$ cat config.mk
export PLATFORM = sky130hd
export DESIGN_NAME = waveform_deadband_shutdown
export DESIGN_NICKNAME = d
export VERILOG_FILES = /design/src/verilog/wave_pkg.sv /design/src/verilog/waveform_deadband_shutdown.sv
export VERILOG_INCLUDE_DIRS = /design/src /design/src/verilog
export SDC_FILE = /design/constraint.sdc
export NUM_CORES = 1
export LEC_CHECK = 0
export BUFFER_PORTS_ARGS = -buffer_cell sky130_fd_sc_hd__buf_4
export CELL_PAD_IN_SITES_DETAIL_PLACEMENT = 2
export CELL_PAD_IN_SITES_GLOBAL_PLACEMENT = 2
export CORE_MARGIN = 1.5
export CORE_UTILIZATION = 30
export CTS_BUF_LIST = sky130_fd_sc_hd__clkbuf_16
export DETAILED_ROUTE_END_ITERATION = 8
export PLACE_DENSITY = 0.75
export SKIP_CTS_REPAIR_TIMING = 1
export SYNTH_ARGS = -nofsm -noshare
export SYNTH_HDL_FRONTEND = slang
export SYNTH_SLANG_ARGS = --single-unit
$ cat constraint.sdc
create_clock -name sys_clk -period 4.1 [get_ports sys_clk]
set_input_delay 0.205 -clock sys_clk [delete_from_list [all_inputs] [get_ports sys_clk]]
set_output_delay 0.205 -clock sys_clk [all_outputs]
set_load 0.005 [all_outputs]
$ cat src/verilog/wave_consts.svh
// Offsets, field positions and reset values of the waveform unit
`ifndef WAVE_CONSTS_SVH
`define WAVE_CONSTS_SVH
`define OFS_CONTROL    8'h00
`define OFS_POLARITY   8'h04
`define OFS_CLKSEL     8'h08
`define OFS_RISE_DB    8'h0c
`define OFS_FALL_DB    8'h10
`define OFS_SD_CTRL    8'h14
`define OFS_SD_SRC     8'h18
`define OFS_FLAG       8'h1c
`define BIT_EN         7
`define BIT_LOAD       6
`define BIT_SHUTDOWN   7
`define BIT_REN        6
`define BIT_INPUT      5
`define RST_SHUTDOWN   1'b1
`define RST_DB         6'h00
`define AHB_NONSEQ     2'h2
`endif

$ cat src/verilog/wave_pkg.sv
// Types shared by the waveform unit
package wave_pkg;
  typedef enum logic [2:0] {
    MODE_ASYNC_STEER = 3'b000,
    MODE_SYNC_STEER  = 3'b001,
    MODE_FWD_FULL    = 3'b010,
    MODE_REV_FULL    = 3'b011,
    MODE_HALF        = 3'b100,
    MODE_PUSH_PULL   = 3'b101
  } mode_e;
  typedef struct packed {
    logic       shutdown;
    logic       ren;
    logic [1:0] override_level_pair_two;
    logic [1:0] override_level_pair_one;
  } sd_ctrl_s;
endpackage : wave_pkg

$ cat src/verilog/waveform_deadband_shutdown.sv
// Dead band, auto-shutdown and restart of the complementary waveform unit
//
// Local design decisions: the register offsets and the AHB-Lite register port.
`timescale 1ns/1ps
`default_nettype none
`include "wave_consts.svh"
module waveform_deadband_shutdown #(
  parameter int NSRC = 7
) (
  input  wire logic              sys_clk,
  input  wire logic              rst_n,
  input  wire logic              hsel,
  input  wire logic [7:0]        haddr,
  input  wire logic [1:0]        htrans,
  input  wire logic              hwrite,
  input  wire logic [2:0]        hsize,
  input  wire logic [31:0]       hwdata,
  input  wire logic              hready,
  output logic [31:0]            hrdata,
  output logic                   hreadyout,
  output logic                   hresp,
  input  wire logic              data_in,
  input  wire logic [NSRC-1:0]   shutdown_in_n,
  output logic                   first_output,
  output logic                   second_output,
  output logic                   third_output,
  output logic                   fourth_output,
  output logic                   shutdown_event_flag,
  output logic                   osc_keep_on
);
  logic                 en;
  logic                 buffer_load_request;
  wave_pkg::mode_e      mode;
  logic [3:0]           pol;
  logic                 clk_sel;
  logic [5:0]           rise_shadow;
  logic [5:0]           fall_shadow;
  logic [5:0]           rising_deadband_count;
  logic [5:0]           falling_deadband_count;
  wave_pkg::sd_ctrl_s   sd;
  logic [NSRC-1:0]      shutdown_source_on;
  logic                 load_armed;
  logic [NSRC-1:0]      sd_meta;
  logic [NSRC-1:0]      sd_sync;
  logic                 in_meta;
  logic                 in_sync;
  logic                 in_prev;
  logic                 in_rise;
  logic                 in_fall;
  logic                 sd_hw;
  logic [5:0]           rise_cnt;
  logic [5:0]           fall_cnt;
  logic                 dir_fwd;
  logic                 running;
  logic                 wr_pend;
  logic [7:0]           wr_addr;
  logic                 wr_go;
  logic [7:0]           wd;
  logic [3:0]           raw;

  // Bus answers at once; every transfer is single cycle and OKAY
  assign hreadyout = 1'b1;
  assign hresp     = 1'b0;

  // Address phase captured for the following write data phase
  always_ff @(posedge sys_clk or negedge rst_n) begin
    if (!rst_n) begin
      wr_pend <= 1'b0;
      wr_addr <= 8'h00;
    end else if (hready) begin
      wr_pend <= hsel && hwrite && htrans == `AHB_NONSEQ;
      wr_addr <= haddr;
    end
  end
  assign wr_go = wr_pend;
  assign wd    = hwdata[7:0];

  // Two flops on every pin before logic looks at it
  always_ff @(posedge sys_clk or negedge rst_n) begin
    if (!rst_n) begin
      sd_meta <= '1;
      sd_sync <= '1;
      in_meta <= 1'b0;
      in_sync <= 1'b0;
      in_prev <= 1'b0;
    end else begin
      sd_meta <= shutdown_in_n;
      sd_sync <= sd_meta;
      in_meta <= data_in;
      in_sync <= in_meta;
      in_prev <= in_sync;
    end
  end
  assign in_rise = in_sync & ~in_prev;
  assign in_fall = ~in_sync & in_prev;
  // Sources are active low; disabled ones never count
  assign sd_hw = |(shutdown_source_on & ~sd_sync);

  // Plain configuration registers
  always_ff @(posedge sys_clk or negedge rst_n) begin
    if (!rst_n) begin
      en                 <= 1'b0;
      mode               <= wave_pkg::MODE_ASYNC_STEER;
      pol                <= 4'h0;
      clk_sel            <= 1'b0;
      rise_shadow        <= `RST_DB;
      fall_shadow        <= `RST_DB;
      shutdown_source_on <= '0;
      sd.ren             <= 1'b0;
      sd.override_level_pair_two <= 2'h0;
      sd.override_level_pair_one <= 2'h0;
    end else if (wr_go) begin
      unique case (wr_addr)
        `OFS_CONTROL: begin
          en   <= wd[`BIT_EN];
          mode <= wave_pkg::mode_e'(wd[2:0]);
        end
        `OFS_POLARITY: pol <= wd[3:0];
        `OFS_CLKSEL:   clk_sel <= wd[0];
        `OFS_RISE_DB:  rise_shadow <= wd[5:0];
        `OFS_FALL_DB:  fall_shadow <= wd[5:0];
        `OFS_SD_CTRL: begin
          sd.ren <= wd[`BIT_REN];
          sd.override_level_pair_two <= wd[5:4];
          sd.override_level_pair_one <= wd[3:2];
        end
        `OFS_SD_SRC:   shutdown_source_on <= wd[NSRC-1:0];
        default: ;
      endcase
    end
  end

  // Load request: set only while already enabled, cleared when buffers load
  always_ff @(posedge sys_clk or negedge rst_n) begin
    if (!rst_n) begin
      buffer_load_request <= 1'b0;
      load_armed          <= 1'b0;
    end else begin
      if (!en) begin
        load_armed <= 1'b0;
      end else if (buffer_load_request && in_fall) begin
        load_armed <= 1'b1;
      end else if (load_armed && in_rise) begin
        load_armed <= 1'b0;
      end
      if (wr_go && wr_addr == `OFS_CONTROL && en && wd[`BIT_LOAD]) begin
        buffer_load_request <= 1'b1;
      end else if (load_armed && in_rise) begin
        buffer_load_request <= 1'b0;
      end else if (!en) begin
        buffer_load_request <= 1'b0;
      end
    end
  end

  // Active dead band buffers; a disabled unit follows writes at once
  always_ff @(posedge sys_clk or negedge rst_n) begin
    if (!rst_n) begin
      rising_deadband_count  <= `RST_DB;
      falling_deadband_count <= `RST_DB;
    end else if (!en) begin
      rising_deadband_count  <= rise_shadow;
      falling_deadband_count <= fall_shadow;
    end else if (load_armed && in_rise) begin
      rising_deadband_count  <= rise_shadow;
      falling_deadband_count <= fall_shadow;
    end
  end

  // Shutdown bit: hardware set wins over any software clear
  always_ff @(posedge sys_clk or negedge rst_n) begin
    if (!rst_n) begin
      sd.shutdown <= `RST_SHUTDOWN;
    end else if (sd_hw) begin
      sd.shutdown <= 1'b1;
    end else if (wr_go && wr_addr == `OFS_SD_CTRL) begin
      sd.shutdown <= wd[`BIT_SHUTDOWN];
    end else if (sd.ren && in_rise) begin
      sd.shutdown <= 1'b0;
    end
  end

  // Event flag: set on each entry to shutdown, write one to clear, set wins
  logic sd_prev;
  always_ff @(posedge sys_clk or negedge rst_n) begin
    if (!rst_n) begin
      sd_prev             <= `RST_SHUTDOWN;
      shutdown_event_flag <= 1'b0;
    end else begin
      sd_prev <= sd.shutdown;
      if (sd.shutdown && !sd_prev) begin
        shutdown_event_flag <= 1'b1;
      end else if (wr_go && wr_addr == `OFS_FLAG && wd[0]) begin
        shutdown_event_flag <= 1'b0;
      end
    end
  end

  // Output waits for the first input rise after shutdown ends
  always_ff @(posedge sys_clk or negedge rst_n) begin
    if (!rst_n) begin
      running <= 1'b0;
    end else if (sd.shutdown || sd_hw || !en) begin
      running <= 1'b0;
    end else if (in_rise) begin
      running <= 1'b1;
    end
  end

  // Half bridge edge cycle is already the first dead period, so load one less
  function automatic logic [5:0] first_period(input logic [5:0] count);
    return count - 6'(count != 6'h00);
  endfunction : first_period

  // Two down counters, restarted on each input edge in half bridge, on a direction-changing rise in full bridge
  always_ff @(posedge sys_clk or negedge rst_n) begin
    if (!rst_n) begin
      rise_cnt <= 6'h00;
      fall_cnt <= 6'h00;
      dir_fwd  <= 1'b1;
    end else if (mode == wave_pkg::MODE_HALF) begin
      rise_cnt <= in_rise ? first_period(rising_deadband_count) : in_fall ? 6'h00 :
                  rise_cnt - 6'(rise_cnt != 6'h00);
      fall_cnt <= in_fall ? first_period(falling_deadband_count) : in_rise ? 6'h00 :
                  fall_cnt - 6'(fall_cnt != 6'h00);
    end else if (in_rise && (mode == wave_pkg::MODE_FWD_FULL ||
                             mode == wave_pkg::MODE_REV_FULL)) begin
      // Direction latches on a rise; the delay only on a change
      dir_fwd <= ~mode[0];
      rise_cnt <= (dir_fwd && mode[0]) ? rising_deadband_count : 6'h00;
      fall_cnt <= (!dir_fwd && !mode[0]) ? falling_deadband_count : 6'h00;
    end else begin
      rise_cnt <= rise_cnt - 6'(rise_cnt != 6'h00);
      fall_cnt <= fall_cnt - 6'(fall_cnt != 6'h00);
    end
  end

  // Raw active-high levels per mode, before polarity
  always_comb begin
    raw = 4'h0;
    unique case (mode)
      wave_pkg::MODE_HALF: begin
        // The edge cycle looks at the new count, so no stale zero slips a pulse out
        raw[0] = in_sync &&
                 (in_rise ? rising_deadband_count == 6'h00 : rise_cnt == 6'h00);
        raw[1] = !in_sync &&
                 (in_fall ? falling_deadband_count == 6'h00 : fall_cnt == 6'h00);
      end
      wave_pkg::MODE_FWD_FULL, wave_pkg::MODE_REV_FULL: begin
        raw[0] = dir_fwd;
        raw[2] = !dir_fwd;
        raw[3] = dir_fwd && in_sync && fall_cnt == 6'h00;
        raw[1] = !dir_fwd && in_sync && rise_cnt == 6'h00;
      end
      default: raw = 4'h0; // Steering and push-pull live elsewhere
    endcase
  end

  // Overrides bypass polarity; a live source overrides without waiting
  always_ff @(posedge sys_clk or negedge rst_n) begin
    if (!rst_n) begin
      first_output  <= 1'b0;
      second_output <= 1'b0;
      third_output  <= 1'b0;
      fourth_output <= 1'b0;
    end else if (!running || sd_hw) begin
      first_output  <= sd.override_level_pair_one[0];
      third_output  <= sd.override_level_pair_one[1];
      second_output <= sd.override_level_pair_two[0];
      fourth_output <= sd.override_level_pair_two[1];
    end else begin
      first_output  <= raw[0] ^ pol[0];
      second_output <= raw[1] ^ pol[1];
      third_output  <= raw[2] ^ pol[2];
      fourth_output <= raw[3] ^ pol[3];
    end
  end

  // Fast oscillator request; the clock itself is supplied from outside
  assign osc_keep_on = en & clk_sel;

  // Read data registered in the address phase
  always_ff @(posedge sys_clk or negedge rst_n) begin
    if (!rst_n) begin
      hrdata <= 32'h0;
    end else if (hready && hsel && !hwrite && htrans == `AHB_NONSEQ) begin
      unique case (haddr)
        `OFS_CONTROL:  hrdata <= {24'h0, en, buffer_load_request, 3'h0, mode};
        `OFS_POLARITY: hrdata <= {26'h0, in_sync, 1'b0, pol};
        `OFS_CLKSEL:   hrdata <= {31'h0, clk_sel};
        `OFS_RISE_DB:  hrdata <= {26'h0, rise_shadow};
        `OFS_FALL_DB:  hrdata <= {26'h0, fall_shadow};
        `OFS_SD_CTRL:  hrdata <= {24'h0, sd, 2'h0};
        `OFS_SD_SRC:   hrdata <= {{(32-NSRC){1'b0}}, shutdown_source_on};
        `OFS_FLAG:     hrdata <= {31'h0, shutdown_event_flag};
        default:       hrdata <= 32'h0;
      endcase
    end
  end
endmodule : waveform_deadband_shutdown
`default_nettype wire

==> impl_metrics.ini, run 1 <==
[logic_synthesis]
synthCells = 452
ys_seq_area_share_pct = 50.7
ys_seq_elements = 102
synth_area_um2 = 5080
yosys-top-cells-area = dfrtp_1 42%, mux2_2 12%, dfstp_2 8.8%
ys_warn_count = 0
synth_edf_count = 0
synth_top_area_share_pct = 41.9
avgSynthCellArea_um2 = 11.2
yosys.cell_types.count = 62
synth_ff_type = dfrtp_1
ys_async_sr_fraction_pct = 100
yosysTopAreaCell = dfrtp_1

[placed_design]
dp_hpwl_um = 10100
portBuffers = 44
gp_congestion = 0.819
dp.cells = 701

[cells_and_area]
final_cells = 725
fillers = 1783
syn_to_final_growth_pct = 16.4
layout_common_cells = 85 x dfrtp_1, 52 x mux2_2, 45 x nand2_1, 45 x buf_4, 27 x o21ai_0
layout.nets = 566
drive_gt1_share_pct = 29.7
final_core_util_pct = 35.6
multi_input_area_um2 = 2280
mostFrequentLayoutCell = dfrtp_1
seqCellArea_um2 = 2570
n_antenna_cell = 0

[power]
powerDensity_nw_per_um2 = 458
comb_power_share_pct = 20.9
ir_drop_v = 0.000230
seq_power_share_pct = 46.2
clkPwrFrac_pct = 32.9
power.total_mw = 2.71
switchingPower_mw = 0.843
p_leak_nw = 2.50
p_int_mw = 1.86
switching_share_pct = 31.1

[worst_setup_path]
reg2reg_depth = 4
worst_ep_required_time_ps = 4350
crit_fanout = 16
path_class = register to register
critPathArrivalTime_ps = 2810
crit_path_start_kind = register
end_kind = register

[global_route]
overflow = 0
track_usage_pct = 16.4
grt_pass1_wl_um = 22400
antenna_found_initial = 0
grt_pass1_vias = 4107
grt_max_degree = 72

[cts]
cts_tree = built
numCtsBuffers = 9
clkSinkCount = 102
clock_latency_ps = 360
cts-root-buf = clkbuf_16
clockBufferDepth = 2
path_clk_slew_ps = 80
htree_levels = 3

[floorplanning]
die_h_um = 133
die_area_um2 = 17700
num_rows = 47
io_pins = 98
chipWidth_um = 133
initial_core_util_pct = 30.6
core_region_area_um2 = 16600

[routing]
wl_per_cell_um = 19.0
dr.pass1.iters = 5
vias = 3626
wirelength_um = 13800
avgViaCountPerCell = 5.00
drc = 0
drt_iter0_markers = 163
ant_nets = 0

[timing]
maxSlewHeadroom_pct = 39.8
finalHoldViolCount = 24
fmax_ghz = 0.391
skew_ps = 12.2
setup_viol = 0
max_slew.worst_pin.slew_ps = 903
finalSetupTns_ps = 0
period_share_pct = 62.5
slew_viol_final = 0
hold_slack_ps = -28.5
fin_crit_ps = 2560
rsz0062_at_grt = false

[status]
status = finished, violations left
violations = hold timing

[hold_path]
min-delay-path-class = input port to async pin

[run]
maxCapViolCount = 0
==> routing by layer <==
layer  global-route usage [%]  up-vias  share of wire [%]
li1                         -     1652                  -
met1                     19.5     1861                 41
met2                     29.3       91                 53
met3                     3.68       22                3.5
met4                     5.43        0                2.4
met5                        0        -                  0
==> final timing paths <==
kind | slack, ps | end | from
max | 1540 | falling_deadband_count[5]$_DFFE_PN0P_ | in_sync$_DFF_PN0_
min | -30 | shutdown_event_flag$_DFFE_PN0P_ | rst_n
max reg2reg | 1540 | falling_deadband_count[5]$_DFFE_PN0P_ | in_sync$_DFF_PN0_
min reg2reg | 360 | sd_sync[6]$_DFF_PN1_ | sd_meta[6]$_DFF_PN1_
max in group asynchronous | 3120 | dir_fwd$_DFFE_PN1P_ | rst_n
min in group sys_clk | 70 | sd[5]$_DFFE_PN1P_ | hwdata[7]
==> layout make-up <==
type                       instances  share of cell area [%]
clock buffer                      10                    4.23
clock inverter                     6                   0.995
inverter                          15                   0.953
multi-input combinational        319                    38.5
sequential                       102                    43.6
tap                              220                    4.66
timing repair buffer              53                    7.07
==> Yosys cell counts (3+ instances only) <==
master    count
nor2_1       23
nor4_1        3
o21ai_0      27
ha_1          8
nor2b_1       7
nand3b_1      4
o211ai_1      4
nand2b_1      7
nor3_1        5
nor3b_1       4
nand2_1      45
inv_1        15
o221ai_1      5
buf_4        27
clkbuf_1      7
nand3_1      11
a22oi_1       3
mux2i_1       3
buf_2         5
o311ai_0      3
or3_1         3
xor2_1        4
a22o_1       10
dfrtp_1      85
mux2_2       52
xnor2_1       8
dfstp_2      17
a21oi_1      14
o22ai_1       4
==> logic make-up after synthesis <==
group           count (synthesis)  synth area share, %
flops                         102                 50.7
simple gates                  136                 15.7
mux                            56                 12.6
other cells                     2                0.148
compound gates                 81                 10.7
fa+ha+maj                       8                 1.97
xor+xnor                       12                 2.07
buf+inv                        55                 6.21
==> stage by stage <==
step	instance area (um2)	hold slack (ps)	setup WS, ps
6_report	5910	-28.5	1540
5_1_grt	5910	45.3	1300
4_1_cts	5830	-65.3	1560
3_5_place_dp	5520	314	1640
3_3_place_gp	5520	313	1700
2_1_floorplan	5170	-90.6	2040
==> power by group through the flow <==
stage,sequential (mW),clock [mW],combinational [mW]
5_1_grt,1.27,0.947,0.636
2_1_floorplan,1.23,0,0.415
3_5_place_dp,1.27,0,0.562
3_3_place_gp,1.26,0,0.529
6_report,1.25,0.892,0.566
4_1_cts,1.25,0.912,0.570
==> flip-flops by register name, summed over array words and instances, names as in the netlist, 3 cells and up <==
register and flops:
fall_cnt 6, fall_shadow 6, falling_deadband_count 6, hrdata 8, mode 3, pol 4
rise_cnt 6, rise_shadow 6, rising_deadband_count 6, sd 6, sd_meta 7, sd_sync 7
shutdown_source_on 7, wr_addr 8
==> critical path, stage by stage, from the launching register on <==
cell and delay (ps):
dfrtp_1 760, nor2b_1 730, nand2_1 230, nand2_2 350, mux2_2 380
No activity file was read; power rests on OpenSTA's default activity.
==> inputs of run 2 (changes only) <==
--- a/config.mk
+++ b/config.mk
@@ -13,7 +13,7 @@
 export CORE_UTILIZATION = 30
 export CTS_BUF_LIST = sky130_fd_sc_hd__clkbuf_16
 export DETAILED_ROUTE_END_ITERATION = 8
-export PLACE_DENSITY = 0.75
+export PLACE_DENSITY = 0.77
 export SKIP_CTS_REPAIR_TIMING = 1
 export SYNTH_ARGS = -nofsm -noshare
 export SYNTH_HDL_FRONTEND = slang
==> constraint.sdc (replaced) <==
create_clock -name sys_clk -period 2.3 [get_ports sys_clk]
set_input_delay 0.115 -clock sys_clk [delete_from_list [all_inputs] [get_ports sys_clk]]
set_output_delay 0.115 -clock sys_clk [all_outputs]
set_load 0.005 [all_outputs]
==> impl_metrics.ini, run 2 (synthesized netlist as in run 1, its figures left out) <==
[timing]
finalHoldViolCount = 0
skew_ps = 9.95
max_slew.worst_pin.slew_ps = 641
slew_viol_final = 0
fmax_ghz = 0.458
fin_crit_ps = 2180
period_share_pct = 94.9
hold_slack_ps = 5.01
setup_viol = 0
maxSlewHeadroom_pct = 56.9

[cells_and_area]
final_core_util_pct = 36.8
design_area_um2 = 6100
layout_common_cells = 84 x dfrtp_1, 56 x buf_4, 52 x mux2_2, 44 x nand2_1, 27 x o21ai_0
n_antenna_cell = 0
drive_gt1_share_pct = 32.5
layout.nets = 581
top_regs = hrdata x8, wr_addr x8
syn_to_final_growth_pct = 20.2
mostFrequentLayoutCell = dfrtp_1

[floorplanning]
chipWidth_um = 133
die_area_um2 = 17700
initial_core_util_pct = 30.6
num_rows = 47
io_pins = 98
core_region_area_um2 = 16600
die_h_um = 133

[placed_design]
placed_cell_area_um2 = 5590
dp_hpwl_um = 10600
gp_congestion = 0.800
portBuffers = 44

[routing]
ant_nets = 0
drt_iter0_markers = 179
avgViaCountPerCell = 4.95
vias = 3666
wl_per_cell_um = 19.5
drc = 0
dr.pass1.iters = 5
wirelength_um = 14400

[power]
p_leak_nw = 2.59
power.total_mw = 5.03
ir_drop_v = 0.000378
powerDensity_nw_per_um2 = 824

[cts]
clock_latency_ps = 360
path_clk_slew_ps = 70
cts_tree = built
cts-root-buf = clkbuf_16
numCtsBuffers = 9
clockBufferDepth = 2
clkSinkCount = 102
htree_levels = 3

[worst_setup_path]
critPathArrivalTime_ps = 2450
crit_fanout = 3
r2r_end = rise_cnt[4]$_DFF_PN0_
worst_ep_required_time_ps = 2570
reg2reg_depth = 8
path_class = register to register
crit_start = rise_cnt[4]$_DFF_PN0_
r2r_start = rise_cnt[4]$_DFF_PN0_
crit_path_start_kind = register
worstSetupEndpoint = rise_cnt[4]$_DFF_PN0_
end_kind = register
r2r_slack_ps = 120

[status]
status = complete, no violations

[global_route]
grt_max_degree = 46
grt_pass1_vias = 4112
track_usage_pct = 16.9
antenna_found_initial = 0
overflow = 0
grt_pass1_wl_um = 23000

[hold_path]
min-delay-path-class = input port to register
min_path_cells = 2

[run]
maxCapViolCount = 0
## run 2: worst min-delay path by stage
stage	slack, ps	from	end
after floorplan	-180	rst_n	buffer_load_request$_DFFE_PN0P_
after global routing	0.9	haddr[6]	wr_addr[6]$_DFFE_PN0P_
final	5	haddr[5]	wr_addr[5]$_DFFE_PN0P_
after CTS	-230	rst_n	buffer_load_request$_DFFE_PN0P_
after global placement	140	rst_n	wr_addr[0]$_DFFE_PN0P_
after detailed placement	160	rst_n	wr_addr[5]$_DFFE_PN0P_
## run 2: cell type report
type | count | area (um2)
Tap cell | 220 | 275
Inverter | 15 | 56.3
Multi-Input combinational cell | 319 | 2330
Clock buffer | 10 | 250
Sequential cell | 102 | 2570
Clock inverter | 6 | 67.6
Timing Repair Buffer | 68 | 551
Fill cell | 1808 | 10500
## run 2: critical path: stages, from the launching register on
cell and delay, ps:
dfrtp_2 440, nor4_4 310, nand2_2 120, ha_4 180, ha_2 180, nor3b_4 160
xnor2_2 160, or3_1 350, a32oi_1 190
## run 2: through the flow
stage	instances	TNS (ps)	setup WS, ps
2_1_floorplan	476	0	243
3_3_place_gp	709	0	129
3_5_place_dp	709	-122	-122
4_1_cts	725	-127	-127
5_1_grt	740	-3.94	-3.94
6_report	740	0	117
## run 2: per-layer routing
metal  track usage, %  vias to the layer above  wire length [um]
met5                0                        -                 0
met4             4.82                        0               359
li1                 -                     1681                 -
met2             30.3                       70              7630
met3             3.56                       19               371
met1             20.4                     1896              6080
## run 2: report_power, final
group	total [mW]	switching, mW	internal (mW)
Combinational	1.16	0.577	0.585
Sequential	2.26	0.242	2.02
Clock	1.61	0.769	0.839
==> inputs of run 3 (changes only) <==
==> constraint.sdc (replaced) <==
create_clock -name sys_clk -period 2.3 [get_ports sys_clk]
set_input_delay 0.46 -clock sys_clk [delete_from_list [all_inputs] [get_ports sys_clk]]
set_output_delay 0.46 -clock sys_clk [all_outputs]
set_load 0.005 [all_outputs]
==> impl_metrics.ini, run 3 (synthesized netlist as in run 1, its figures left out) <==
[cells_and_area]
layout_common_cells = 84 x dfrtp_1, 57 x buf_4, 52 x mux2_2, 44 x nand2_1, 27 x o21ai_0
fillers = 1818
n_antenna_cell = 0
final_cells = 730
mostFrequentLayoutCell = dfrtp_1
layout.nets = 571
top_regs = hrdata x8, wr_addr x8
drive_gt1_share_pct = 32.9
final_core_util_pct = 36.0
design_area_um2 = 5970
syn_to_final_growth_pct = 17.6

[timing]
layout_setup_ws_ps = 105
max_slew.worst_pin.slew_ps = 584
fmax_ghz = 0.456
period_share_pct = 95.4
slew_viol_final = 0
setup_viol = 0
finalHoldViolCount = 0
skew_ps = 10.9
hold_slack_ps = 59.0
fin_crit_ps = 2190
maxSlewHeadroom_pct = 60.8

[worst_setup_path]
path_class = register to register
end_kind = register
crit_fanout = 3
worst_ep_required_time_ps = 2580
crit_path_start_kind = register
critPathArrivalTime_ps = 2470
cp_top_family = simple AND/OR/NAND/NOR gates
critPathMaxStageDelay_ps = 450
cp_cell_sequence = nor4_4, nand2_2, ha_1, ha_2, nor3b_1, xnor2_1, or3_1, a32oi_1
critical_path_buf_inv_count = 0
cpMaxStageDelayCell = dfrtp_2

[floorplanning]
num_rows = 47
chipWidth_um = 133
io_pins = 98
core_region_area_um2 = 16600
initial_core_util_pct = 30.6
die_area_um2 = 17700
die_h_um = 133

[global_route]
track_usage_pct = 16.3
antenna_found_initial = 0
grt_pass1_vias = 3917
overflow = 0
grt_pass1_wl_um = 22100
grt_max_degree = 47

[status]
status = complete, no violations

[power]
ir_drop_v = 0.000503
powerDensity_nw_per_um2 = 827
p_leak_nw = 2.53

[placed_design]
dp_hpwl_um = 10400
dp.cells = 712
gp_congestion = 0.814
placed_cell_area_um2 = 5620
pre_cts_ws_ps = -125
portBuffers = 44

[routing]
vias = 3621
avgViaCountPerCell = 4.96
wirelength_um = 13600
drt_iter0_markers = 160
wl_per_cell_um = 18.6
dr.pass1.iters = 4
drc = 0
ant_nets = 0

[cts]
numCtsBuffers = 9
clkSinkCount = 102
path_clk_slew_ps = 80
clock_latency_ps = 360
clockBufferDepth = 2
cts_tree = built
htree_levels = 3
cts-root-buf = clkbuf_16

[hold_path]
min-delay-path-class = input port to async pin

[run]
maxCapViolCount = 0
[run 3: report_power, final]
group,switching [mW],leakage [nW],internal (mW)
combinational,0.564,1.18,0.541
sequential,0.224,1.20,2.02
clock,0.799,0.154,0.793
[run 3: per-layer routing]
layer | vias to the layer above | track usage (%) | routed length [um]
li1 | 1673 | - | -
met1 | 1869 | 20.6 | 5900
met2 | 66 | 28.6 | 7070
met3 | 13 | 3.68 | 420
met4 | 0 | 2.99 | 159
met5 | - | 0 | 0
[run 3: worst reg2reg max path, delay by kind of cell (launching register included)]
family,cells,cell delay [ps]
fa+ha+maj,2,400
simple gates,4,910
xor+xnor,1,150
flops,1,450
compound gates,1,190
[run 3: area by class of cell]
type	count	area [um2]	share of cell area [%]
well taps	220	275	4.61
clock inverters	7	86.3	1.45
repair buffers	58	448	7.50
inverters	15	56.3	0.943
flip-flops and latches	102	2570	43.1
multi-input cells	319	2300	38.6
clock buffers	9	225	3.77
[run 3: worst paths after layout]
check / startpoint / to / slack (ps) / depth (start not counted)
max in group asynchronous: rst_n / sd_prev$_DFF_PN1_ / 1520 / 2
worst min-delay path: rst_n / shutdown_event_flag$_DFFE_PN0P_ / 60 / 1
worst min register to register: sd_meta[5]$_DFF_PN1_ / sd_sync[5]$_DFF_PN1_ / 360 / 0
worst max register to register: rise_cnt[4]$_DFF_PN0_ / rise_cnt[4]$_DFF_PN0_ / 110 / 8
worst max-delay path: rise_cnt[4]$_DFF_PN0_ / rise_cnt[4]$_DFF_PN0_ / 110 / 8
min in group sys_clk: shutdown_in_n[5] / sd_meta[5]$_DFF_PN1_ / 200 / 1
[run 3: stage by stage]
step	setup TNS (ps)	power, mW
CTS	-159	4.95
global route	-1.48	5.22
detailed placement	-125	3.33
global placement	0	3.24
floorplan	0	2.93
finish	0	4.94
